**config.mk**
```make
export PLATFORM = sky130hd
export DESIGN_NAME = mode0_ack_bus
export DESIGN_NICKNAME = d
export VERILOG_FILES = /design/src/shared/ack_bus_pkg.sv /design/src/shared/strobe_if.sv /design/src/io_strobe_gen.sv /design/src/mode0_ack_bus.sv
export SDC_FILE = /design/constraint.sdc
export NUM_CORES = 1
export LEC_CHECK = 0
export BUFFER_PORTS_ARGS = -buffer_cell sky130_fd_sc_hd__buf_2
export CAP_MARGIN = 20
export CORE_UTILIZATION = 43
export CTS_CLUSTER_SIZE = 14
export DETAILED_ROUTE_END_ITERATION = 10
export GPL_TIMING_DRIVEN = 0
export PLACE_DENSITY = 0.72
export SLEW_MARGIN = 25
export SYNTH_ARGS = -nofsm -noshare
export SYNTH_HDL_FRONTEND = slang
export SYNTH_SLANG_ARGS = --single-unit
export TNS_END_PERCENT = 20
```
**constraint.sdc**
```tcl
create_clock -name i_clk -period 3.5 [get_ports i_clk]
set_input_delay 0.35 -clock i_clk [delete_from_list [all_inputs] [get_ports i_clk]]
set_output_delay 0.35 -clock i_clk [all_outputs]
set_load 0.005 [all_outputs]
```
**src/shared/ack_bus_pkg.sv**
```systemverilog
package ack_bus_pkg;
   // Timing and encodings
   localparam logic [19:0] RESTART_ADDR = 20'h00000;
   localparam logic [15:0] PC_RESET = 16'h0000;
   localparam logic [15:0] SP_RESET = 16'hFFFF;
   localparam logic [1:0] WAIT_SEL_RESET = 2'h0;
   localparam logic [7:0] OP_RESTART_MASK = 8'hC7;
   localparam logic [7:0] OP_RESTART_VAL = 8'hC7;
   localparam logic [7:0] OP_CALL = 8'hCD;
   localparam logic [15:0] PC_ONE = 16'h0001;
   localparam logic [15:0] PC_TWO = 16'h0002;
   localparam logic [1:0] ACK_BASE_WAITS = 2'h2;
   localparam logic [7:0] DATA_RESET = 8'h00;

   typedef enum logic [2:0] {
      ST_IDLE = 3'b000,
      ST_T1 = 3'b001,
      ST_T2 = 3'b011,
      ST_TW = 3'b010,
      ST_T3 = 3'b110,
      ST_PUSH_HI = 3'b111,
      ST_PUSH_LO = 3'b101
   } bus_state_t;

   typedef enum logic [1:0] {
      CYC_OPCODE = 2'h0,
      CYC_OPERAND = 2'h1,
      CYC_IO = 2'h2
   } cyc_kind_t;
endpackage

```
**src/shared/strobe_if.sv**
```systemverilog
`timescale 1ns/1ps
`default_nettype none
interface strobe_if;
   logic phase_lo;
   logic io_cycle;
   logic in_t1;
   logic io_enable_strobe_n;
   logic legacy_io_request_strobe_n;
   modport gen (input phase_lo, io_cycle, in_t1,
      output io_enable_strobe_n, legacy_io_request_strobe_n);
   modport core (output phase_lo, io_cycle, in_t1,
      input io_enable_strobe_n, legacy_io_request_strobe_n);
endinterface
`default_nettype wire

```
**src/io_strobe_gen.sv**
```systemverilog
`timescale 1ns/1ps
`default_nettype none
module io_strobe_gen
   import ack_bus_pkg::*;
(
   // Clock and reset
   input wire logic i_clk,
   input wire logic i_rst_b,
   // Strobe timing
   strobe_if.gen s
);
   typedef struct packed {
      logic en_n;
      logic leg_n;
   } strobe_state_t;

   strobe_state_t st_q;
   strobe_state_t st_d;

   always_comb
   begin
      st_d = st_q;
      // Falls as T2 begins, one clock ahead of the legacy strobe
      st_d.en_n = !(s.io_cycle && !(s.in_t1 && !s.phase_lo));
      st_d.leg_n = !(s.io_cycle && !s.in_t1);
   end

   always_ff @(posedge i_clk or negedge i_rst_b)
   begin
      if (!i_rst_b)
      begin
         st_q <= '{en_n: 1'b1, leg_n: 1'b1};
      end
      else
      begin
         st_q <= st_d;
      end
   end

   assign s.io_enable_strobe_n = st_q.en_n;
   assign s.legacy_io_request_strobe_n = st_q.leg_n;

   a_strobe_lead: assert property (@(posedge i_clk) disable iff (!i_rst_b)
      $fell(st_q.leg_n) |-> !$past(st_q.en_n))
      else $error("io enable strobe did not lead legacy strobe");
endmodule
`default_nettype wire

```
**src/mode0_ack_bus.sv**
```systemverilog
`timescale 1ns/1ps
`default_nettype none
module mode0_ack_bus
   import ack_bus_pkg::*;
(
   // Clock and reset
   input wire logic i_clk,
   input wire logic i_rst_b,
   // Interrupt request and configuration
   input wire logic i_ext_irq_zero_n,
   input wire logic i_mode0,
   input wire logic i_ack_wait_sel_lo,
   input wire logic i_ack_wait_sel_hi,
   // Data bus from memory or vector source
   input wire logic [7:0] i_data,
   // Address bus
   output logic [19:0] o_addr,
   output logic [19:0] o_addr_oe,
   // Data bus drive for stacking
   output logic [7:0] o_data,
   output logic o_data_oe,
   // Strobes
   output logic o_storage_strobe_n,
   output logic o_io_enable_strobe_n,
   output logic o_legacy_io_request_strobe_n,
   output logic o_write_n,
   // Status
   output logic o_ack_active,
   output logic [15:0] o_pc,
   output logic [7:0] o_opcode
);
   logic [1:0] rst_sync_q;
   logic rst_b;

   // ----------------------------------------------------------------
   // Reset release
   // ----------------------------------------------------------------
   always_ff @(posedge i_clk or negedge i_rst_b)
   begin
      if (!i_rst_b)
      begin
         rst_sync_q <= 2'h0;
      end
      else
      begin
         rst_sync_q <= {rst_sync_q[0], 1'b1};
      end
   end
   assign rst_b = rst_sync_q[1];

   typedef struct packed {
      bus_state_t st;
      logic phase_lo;
      cyc_kind_t kind;
      logic ack;
      logic first_fetch;
      logic [1:0] ops_left;
      logic [1:0] waits_left;
      logic [15:0] pc;
      logic [15:0] sp;
      logic [7:0] opcode;
      logic [7:0] data;
      logic started;
   } core_state_t;

   localparam core_state_t CORE_RESET = '{st: ST_IDLE, phase_lo: 1'b0,
      kind: CYC_OPCODE, ack: 1'b0, first_fetch: 1'b0, ops_left: 2'h0,
      waits_left: 2'h0, pc: PC_RESET, sp: SP_RESET, opcode: DATA_RESET,
      data: DATA_RESET, started: 1'b0};

   core_state_t c_q;
   core_state_t c_d;

   strobe_if sif ();

   // Wait count decode shared by start and assertion
   function automatic logic [1:0] ack_waits(input logic hi, input logic lo);
      ack_waits = {hi, lo};
   endfunction

   function automatic logic is_restart(input logic [7:0] op);
      is_restart = (op & OP_RESTART_MASK) == OP_RESTART_VAL;
   endfunction

   // ----------------------------------------------------------------
   // Bus sequencer
   // ----------------------------------------------------------------
   always_comb
   begin
      c_d = c_q;
      // One bus state spans two clocks: the high and low half of phi
      c_d.phase_lo = !c_q.phase_lo;
      if (c_q.phase_lo)
      begin
         case (c_q.st)
            ST_IDLE:
            begin
               c_d.st = ST_T1;
               c_d.kind = CYC_OPCODE;
               c_d.started = 1'b1;
               if (!i_ext_irq_zero_n && i_mode0 && c_q.started)
               begin
                  // Acknowledge fetch: vector read on io strobe
                  c_d.ack = 1'b1;
                  c_d.first_fetch = 1'b1;
                  c_d.kind = CYC_IO;
                  c_d.waits_left = ack_waits(i_ack_wait_sel_hi,
                     i_ack_wait_sel_lo) + ACK_BASE_WAITS;
               end
               else
               begin
                  c_d.ack = 1'b0;
                  c_d.waits_left = 2'h0;
               end
            end
            ST_T1:
            begin
               c_d.st = ST_T2;
            end
            ST_T2:
            begin
               c_d.st = (c_q.waits_left != 2'h0) ? ST_TW : ST_T3;
            end
            ST_TW:
            begin
               c_d.waits_left = c_q.waits_left - 2'h1;
               if (c_q.waits_left == 2'h1)
               begin
                  c_d.st = ST_T3;
               end
            end
            ST_T3:
            begin
               c_d.data = i_data;
               if (c_q.first_fetch)
               begin
                  // Vector opcode taken from the bus, counter frozen
                  c_d.opcode = i_data;
                  c_d.first_fetch = 1'b0;
                  c_d.kind = CYC_OPERAND;
                  if (is_restart(i_data))
                  begin
                     c_d.st = ST_PUSH_HI;
                  end
                  else if (i_data == OP_CALL)
                  begin
                     c_d.ops_left = 2'h2;
                     c_d.st = ST_T1;
                  end
                  else
                  begin
                     c_d.ack = 1'b0;
                     c_d.st = ST_IDLE;
                  end
                  c_d.waits_left = 2'h0;
               end
               else
               begin
                  c_d.pc = c_q.pc + PC_ONE;
                  if (c_q.kind == CYC_OPCODE)
                  begin
                     c_d.opcode = i_data;
                     c_d.st = ST_IDLE;
                  end
                  else if (c_q.ops_left == 2'h1)
                  begin
                     c_d.ops_left = 2'h0;
                     c_d.st = ST_PUSH_HI;
                  end
                  else
                  begin
                     c_d.ops_left = c_q.ops_left - 2'h1;
                     c_d.st = ST_T1;
                  end
               end
            end
            ST_PUSH_HI:
            begin
               c_d.sp = c_q.sp - PC_ONE;
               c_d.st = ST_PUSH_LO;
            end
            ST_PUSH_LO:
            begin
               c_d.sp = c_q.sp - PC_ONE;
               c_d.ack = 1'b0;
               c_d.st = ST_IDLE;
            end
            default:
            begin
               c_d.st = ST_IDLE;
            end
         endcase
      end
   end

   always_ff @(posedge i_clk or negedge rst_b)
   begin
      if (!rst_b)
      begin
         c_q <= CORE_RESET;
      end
      else
      begin
         c_q <= c_d;
      end
   end

   // ----------------------------------------------------------------
   // Strobes and bus drive
   // ----------------------------------------------------------------
   assign sif.phase_lo = c_q.phase_lo;
   assign sif.io_cycle = (c_q.kind == CYC_IO) && (c_q.st == ST_T1 ||
      c_q.st == ST_T2 || c_q.st == ST_TW || c_q.st == ST_T3);
   assign sif.in_t1 = (c_q.st == ST_T1);

   io_strobe_gen u_strobe (
      .i_clk(i_clk),
      .i_rst_b(rst_b),
      .s(sif.gen)
   );

   logic mem_cycle;
   logic push_cycle;
   assign mem_cycle = (c_q.kind != CYC_IO) && (c_q.st == ST_T2 ||
      c_q.st == ST_TW || c_q.st == ST_T3);
   assign push_cycle = (c_q.st == ST_PUSH_HI) || (c_q.st == ST_PUSH_LO);

   // Idle address bus still driven: only reset floats it
   assign o_addr = (c_q.st == ST_IDLE && !c_q.started) ? RESTART_ADDR :
      (push_cycle ? {4'h0, c_q.sp} : {4'h0, c_q.pc});
   assign o_addr_oe = rst_b ? 20'hFFFFF : 20'h00000;
   assign o_data = (c_q.st == ST_PUSH_HI) ? c_q.pc[15:8] : c_q.pc[7:0];
   assign o_data_oe = push_cycle;
   assign o_storage_strobe_n = !(mem_cycle || push_cycle);
   assign o_write_n = !push_cycle;
   assign o_io_enable_strobe_n = sif.io_enable_strobe_n;
   assign o_legacy_io_request_strobe_n = sif.legacy_io_request_strobe_n;
   assign o_ack_active = c_q.ack;
   assign o_pc = c_q.pc;
   assign o_opcode = c_q.opcode;

   // ----------------------------------------------------------------
   // Checks
   // ----------------------------------------------------------------
   a_pc_frozen_ack: assert property (@(posedge i_clk) disable iff (!rst_b)
      (c_q.first_fetch && c_q.st == ST_T3 && c_q.phase_lo)
      |=> $stable(c_q.pc))
      else $error("counter moved during acknowledge opcode fetch");
   a_pc_normal_inc: assert property (@(posedge i_clk) disable iff (!rst_b)
      (!c_q.first_fetch && c_q.st == ST_T3 && c_q.phase_lo)
      |=> c_q.pc == $past(c_q.pc) + PC_ONE)
      else $error("counter not bumped on fetch");
   a_vector_exec: assert property (@(posedge i_clk) disable iff (!rst_b)
      (c_q.first_fetch && c_q.st == ST_T3 && c_q.phase_lo)
      |=> c_q.opcode == $past(i_data))
      else $error("vector opcode not taken from bus");
   a_restart_push: assert property (@(posedge i_clk) disable iff (!rst_b)
      (c_q.first_fetch && c_q.st == ST_T3 && c_q.phase_lo &&
      is_restart(i_data)) |=> c_q.st == ST_PUSH_HI)
      else $error("restart did not push at once");
   a_call_plus_two: assert property (@(posedge i_clk) disable iff (!rst_b)
      (c_q.first_fetch && c_q.st == ST_T3 && c_q.phase_lo &&
      i_data == OP_CALL) |=> c_q.ops_left == 2'h2)
      else $error("call did not read two operands");
   a_ack_waits: assert property (@(posedge i_clk) disable iff (!rst_b)
      (c_q.st == ST_IDLE && c_q.phase_lo && c_d.ack && c_d.first_fetch)
      |=> c_q.waits_left == ack_waits($past(i_ack_wait_sel_hi),
      $past(i_ack_wait_sel_lo)) + ACK_BASE_WAITS)
      else $error("acknowledge wait count wrong");
   a_first_fetch_zero: assert property (@(posedge i_clk) disable iff (!rst_b)
      $rose(c_q.started) |-> o_addr == RESTART_ADDR)
      else $error("first fetch not at restart address");
   a_addr_float: assert property (@(posedge i_clk)
      !rst_b |-> o_addr_oe == 20'h00000)
      else $error("address driven during reset");
endmodule
`default_nettype wire
```
# After elaboration in Yosys (flattened, before gate mapping)
# Index checks and enable logic that the tools add are counted.
[word_totals] input_bits=14 mem_bits_ro=0 mem_count=0 reg_bits=57 latch_bits=0 mem_bits_rw=0
[classes] mux=31 n_reduce_logical=42 n_shift=0 bitwise_logic=1 addsub=5 n_eq_ne=20 n_div=0 magnitude_cmp=0 n_mul=0
[ops] operator="$mux 16" n=2
[ops] operator="$mux 8" n=3
[ops] operator="$mux 20" n=1
[ops] operator="$mux 3" n=6
[ops] operator="$pmux 3 s6" n=1
[ops] operator="$add 16x1->16 const B" n=1
[ops] operator="$mux 2" n=8
[ops] operator="$ne 2x2->1 const B" n=8
[ops] operator="$sub 16x1->16 const B" n=1
[ops] operator="$reduce_and 3->1" n=5
[ops] operator="$reduce_and 5->1" n=2
[ops] operator="$eq 3x3->1 const B" n=3
[ops] operator="$logic_not 1->1" n=9
[ops] operator="$eq 8x8->1 const B" n=1
[ops] operator="$logic_and 1x1->1" n=8
[ops] operator="$logic_or 1x1->1" n=7
[ops] operator="$eq 3x2->1 const B" n=2
[ops] operator="$pmux 2 s3" n=1
[ops] operator="$reduce_and 2->1" n=3
[ops] operator="$reduce_bool 2->1" n=3
[ops] operator="$reduce_bool 3->1" n=2
[ops] operator="$eq 5x5->1 const B" n=1
[ops] operator="$mux 1" n=5
[ops] operator="$eq 2x1->1 const B" n=2
[ops] operator="other kinds (13)" n=14

# Depth between registers and ports, before layout
[depth] depth_word=7 mapped_depth=7 depth_no_buf=5

# Hierarchy
# A second synthesis with hierarchy kept.
[hier_totals] hier_cells=352 area_unflattened_um2=3343.2
[by_module_without_submodules] module="mode0_ack_bus" instances=1 area_per_inst_um2=3274.4 cells_per_inst=347 seq_area_each_um2=1396.3
[by_module_without_submodules] module="io_strobe_gen" instances=1 area_per_inst_um2=68.8 cells_per_inst=5 seq_area_each_um2=52.6

# Least setup slack after synthesis
# OpenSTA, ideal clock, no wires.
[synth_timing] path_type="register -> output" from="register rst_sync_q[1]" to="output o_addr_oe[0]" stages_incl_launch_ff=2 path_slack_ns=1.093 t_required_ns=3.150 arrival_time_ns=2.057 path_cell_list="dfrtp_1 -> buf_4"
[synth_between] elab_chain_cells=1
[synth_rtl] item="start: declaration" line_no="mode0_ack_bus.sv:32" rtl="logic [1:0] rst_sync_q;"
[synth_rtl] item="start signal: assignment" line_no="mode0_ack_bus.sv:46" rtl="rst_sync_q <= {rst_sync_q[0], 1'b1};"
[synth_rtl] item="$mux 20" line_no="mode0_ack_bus.sv:231" rtl="assign o_addr_oe = rst_b ? 20'hFFFFF : 20'h00000;"
[synth_rtl] item="end: declaration" line_no="mode0_ack_bus.sv:18" rtl="output logic [19:0] o_addr_oe,"
# No other way between the ends.

# Final worst setup path
[layout_timing] from="register c_q[58] (netlist bit)" to="output o_addr[14]"
[layout_between] elab_chain_cells=4
[layout_rtl] item="start: declaration" line_no="mode0_ack_bus.sv:71" rtl="core_state_t c_q;"
[layout_rtl] item="start signal: assignment" line_no="mode0_ack_bus.sv:200" rtl="c_q <= CORE_RESET;"
[layout_rtl] item="start signal: assignment" line_no="mode0_ack_bus.sv:204" rtl="c_q <= c_d;"
[layout_rtl] item="$eq 3x3->1" line_no="mode0_ack_bus.sv:226" rtl="assign push_cycle = (c_q.st == ST_PUSH_HI) || (c_q.st == ST_PUSH_LO);"
[layout_rtl] item="$logic_or 1x1->1" line_no="mode0_ack_bus.sv:226"
[layout_rtl] item="$mux 16" line_no="mode0_ack_bus.sv:230" rtl="(push_cycle ? {4'h0, c_q.sp} : {4'h0, c_q.pc});"
[layout_rtl] item="$mux 16 (*)" line_no="mode0_ack_bus.sv:229" rtl="assign o_addr = (c_q.st == ST_IDLE && !c_q.started) ? RESTART_ADDR :"
[layout_rtl] item="end: declaration" line_no="mode0_ack_bus.sv:17" rtl="output logic [19:0] o_addr,"
# Every way passes the cells marked *; elsewhere a longest branch is shown, timed or not.

==> flow_summary.json <==
{
  "outcome": "finished, final reports clean",
  "rows": 31,
  "synth_xor_area_share_pct": 8.16,
  "drtPass1Iterations": 4,
  "fp.dieH_um": 90.0,
  "finalNetCount": 460,
  "antennaDiodeCount": 0,
  "fillers": 672,
  "gp_congestion": 0.863,
  "synth_top_family_by_area": "simple AND/OR/NAND/NOR gates",
  "post-route-util_pct": 56.3,
  "port_buffers": 87,
  "async_flop_share_pct": 100,
  "power_density_nw_per_um2": 580,
  "syn_area_um2": 3330,
  "core_area_um2": 7370,
  "yosys_register_bits": 57,
  "finalCritPeriodShare_pct": 69.4,
  "cts-resized-gates": 0,
  "drcViolationCount": 0,
  "yosys_most_used_dff": "dfrtp_1",
  "antenna_found_initial": 0,
  "clkSinkCount": 57,
  "cts_inserted_buffers": 9,
  "grt-ovfl-total": 0,
  "cts_tree": "built",
  "grt_pass1_vias": 2588,
  "num_vias": 2675,
  "wl_per_cell_um": 13.2,
  "setup_viol": 0,
  "gr-usage-all-layers_pct": 19.0,
  "area_growth_syn_to_layout_pct": 24.7,
  "dieArea_um2": 8090,
  "synth_compound_area_share_pct": 7.86,
  "vdd_drop_max_mv": 0.289,
  "cp-start-kind": "flip-flop",
  "worstPathMaxFanout": 10,
  "synth-adder-area-share_pct": 1.88,
  "final_hold_viol_count": 0,
  "required_ns": 3.15,
  "fin_crit_ns": 2.43,
  "synth_area_leaders": "dfrtp_1 29%, dfstp_2 14%, buf_4 12%, mux2_2 5.8%, nand2_1 5.4%",
  "clk_path_buf_depth": 2,
  "wl_mm": 7.21,
  "worstSetupEndpointType": "primary output",
  "start_util_pct": 45.1,
  "yosys_warnings": 0,
  "drtIter0Drc": 180,
  "leakagePower_nw": 2.09,
  "layout-drive-gt1-share_pct": 45.5,
  "synth_seq_area_share_pct": 43.6,
  "synth_top_area_share_pct": 29.3,
  "hold_class": "primary input to flip-flop",
  "maxCapViolCount": 0,
  "clkTransAtPathRegs_ns": 0.07,
  "yosysUniqueCellTypes": 51,
  "path_class": "flip-flop to primary output",
  "fin_ws_ns": 1.07,
  "holdWs_ns": 0.250,
  "multi_input_area_um2": 1450,
  "synthMuxAreaShare_pct": 6.36,
  "root_buffer": "clkbuf_8",
  "synth.largest_area_cell": "dfrtp_1",
  "dieWidth_um": 90.0,
  "fmax_ghz": 0.412,
  "synth_cells": 338,
  "tns_ns": 0,
  "synth_simple_gate_area_share_pct": 18.6,
  "hold_depth": 2,
  "rsz0062_at_grt": "no",
  "drtAntennaViolNets": 0,
  "seq_area_um2": 1450,
  "grt_start_max_net_pins": 47,
  "htreeDepth": 3,
  "crit_arrival_ns": 2.08,
  "synth-edff-count": 0,
  "slew_violations": 0,
  "syn_avg_cell_area_um2": 9.84,
  "avgViaCountPerCell": 4.91,
  "r2r_cells": 5,
  "clock_latency_ns": 0.34,
  "worst_clock_skew_ns": 0.00606,
  "grt_pass1_wl_mm": 12.1,
  "worst_pin_slew_ns": 0.592,
  "hpwl_mm": 5.38,
  "io_pins": 92,
  "dpl_worst_slack_ns": 1.28,
  "slew_headroom_pct": 60.2
}
## Yosys cell counts (3+ instances only)
cell type	instances
xnor2_1	18
nor4_1	5
a21oi_1	25
nand2b_1	3
dfstp_2	18
xor2_1	13
nand2_1	48
o21ai_0	4
mux2_2	17
inv_1	8
or3_1	3
nand4_1	6
nor2_1	11
clkbuf_1	4
nand3_1	7
and3_1	3
dfrtp_1	39
nor3_1	10
ha_1	5
buf_4	51
## placed cells by master, fill, tap and decap left out, types with 5 or more instances in the layout
cell type and instances:
inv_1 8, nor3_1 10, nand4_1 6, clkbuf_8 9, buf_4 51, dfstp_2 18
a21oi_1 25, xor2_1 13, clkbuf_1 5, mux2_2 17, conb_1 5, nand3_1 7
nor2_1 11, nand2_1 48, buf_2 89, ha_1 5, dfrtp_1 38, xnor2_1 18
## flip-flops by register name, summed over array words and instances, names as in the netlist
| register | flops |
|---|---|
| o_opcode | 8 |
| sif.phase_lo | 1 |
| u_strobe.s.legacy_io_request_strobe_n | 1 |
| c_q | 27 |
| o_ack_active | 1 |
| u_strobe.s.io_enable_strobe_n | 1 |
| rst_sync_q | 2 |
| o_pc | 16 |
## final timing paths
check / slack, ns / from / end
worst max-delay path: 1.07 / c_q[58] / o_addr[14]
worst min-delay path: 0.25 / i_data[2] / o_opcode[2]
worst max register to register: 1.78 / c_q[58] / o_pc[10]
worst min register to register: 0.27 / rst_sync_q[1] / c_q[49]
max in group asynchronous: 2.69 / rst_sync_q[1] / o_pc[4]
min in group asynchronous: 0.27 / rst_sync_q[1] / c_q[49]
## timing repair
item                                   CTS  global route
buffers inserted                         0             0
hold buffers                             1             0
endpoints found under the hold margin    2             0
## metal layers
metal  routed length [µm]  share of wire, %  track usage (%)  vias to the layer above
met1                 3210                45             24.9                     1245
met3                  484               6.7             3.98                       12
li1                     -                 -                -                     1310
met5                    0                 0                0                        -
met2                 3390                47             29.4                      108
met4                  125               1.7             10.3                        0
## power by group
group / switching (mW) / internal [mW]
sequential: 0.136 / 0.821
combinational: 0.364 / 0.414
clock: 0.275 / 0.397
## kinds of logic (layout without fill, tap and decap cells)
family,after synthesis,count (layout)
AO/OA/AOI/OAI,43,43
flip-flops,57,57
buffers and inverters,67,172
AND/OR/NAND/NOR,114,114
adder cells (fa/ha/maj),5,5
multiplexers,19,19
other,2,5
XOR/XNOR,31,31
## layout make-up
type | instances | share of cell area [%]
flip-flops and latches | 57 | 35.0
multi-input cells | 217 | 35.0
repair buffers | 89 | 11.2
plain buffers | 58 | 9.92
clock buffers | 10 | 3.08
well taps | 99 | 2.99
clock inverters | 6 | 1.99
inverters | 9 | 0.814
## per-stage QoR
step	cell area (µm²)	total power [mW]	std cells
6_report	4150	2.41	545
5_1_grt	4150	2.56	545
4_1_cts	4140	2.42	545
3_5_place_dp	3920	1.75	528
3_3_place_gp	3900	1.72	527
2_1_floorplan	3340	1.48	341
## critical path, stage by stage (launching register included)
cell and delay (ns):
dfrtp_1 0.35, buf_2 0.21, inv_1 0.11, nor2_1 0.24, clkbuf_1 0.39, nand2_1 0.11
a21oi_1 0.19, buf_2 0.14
No activity file was read; power rests on OpenSTA's default activity.
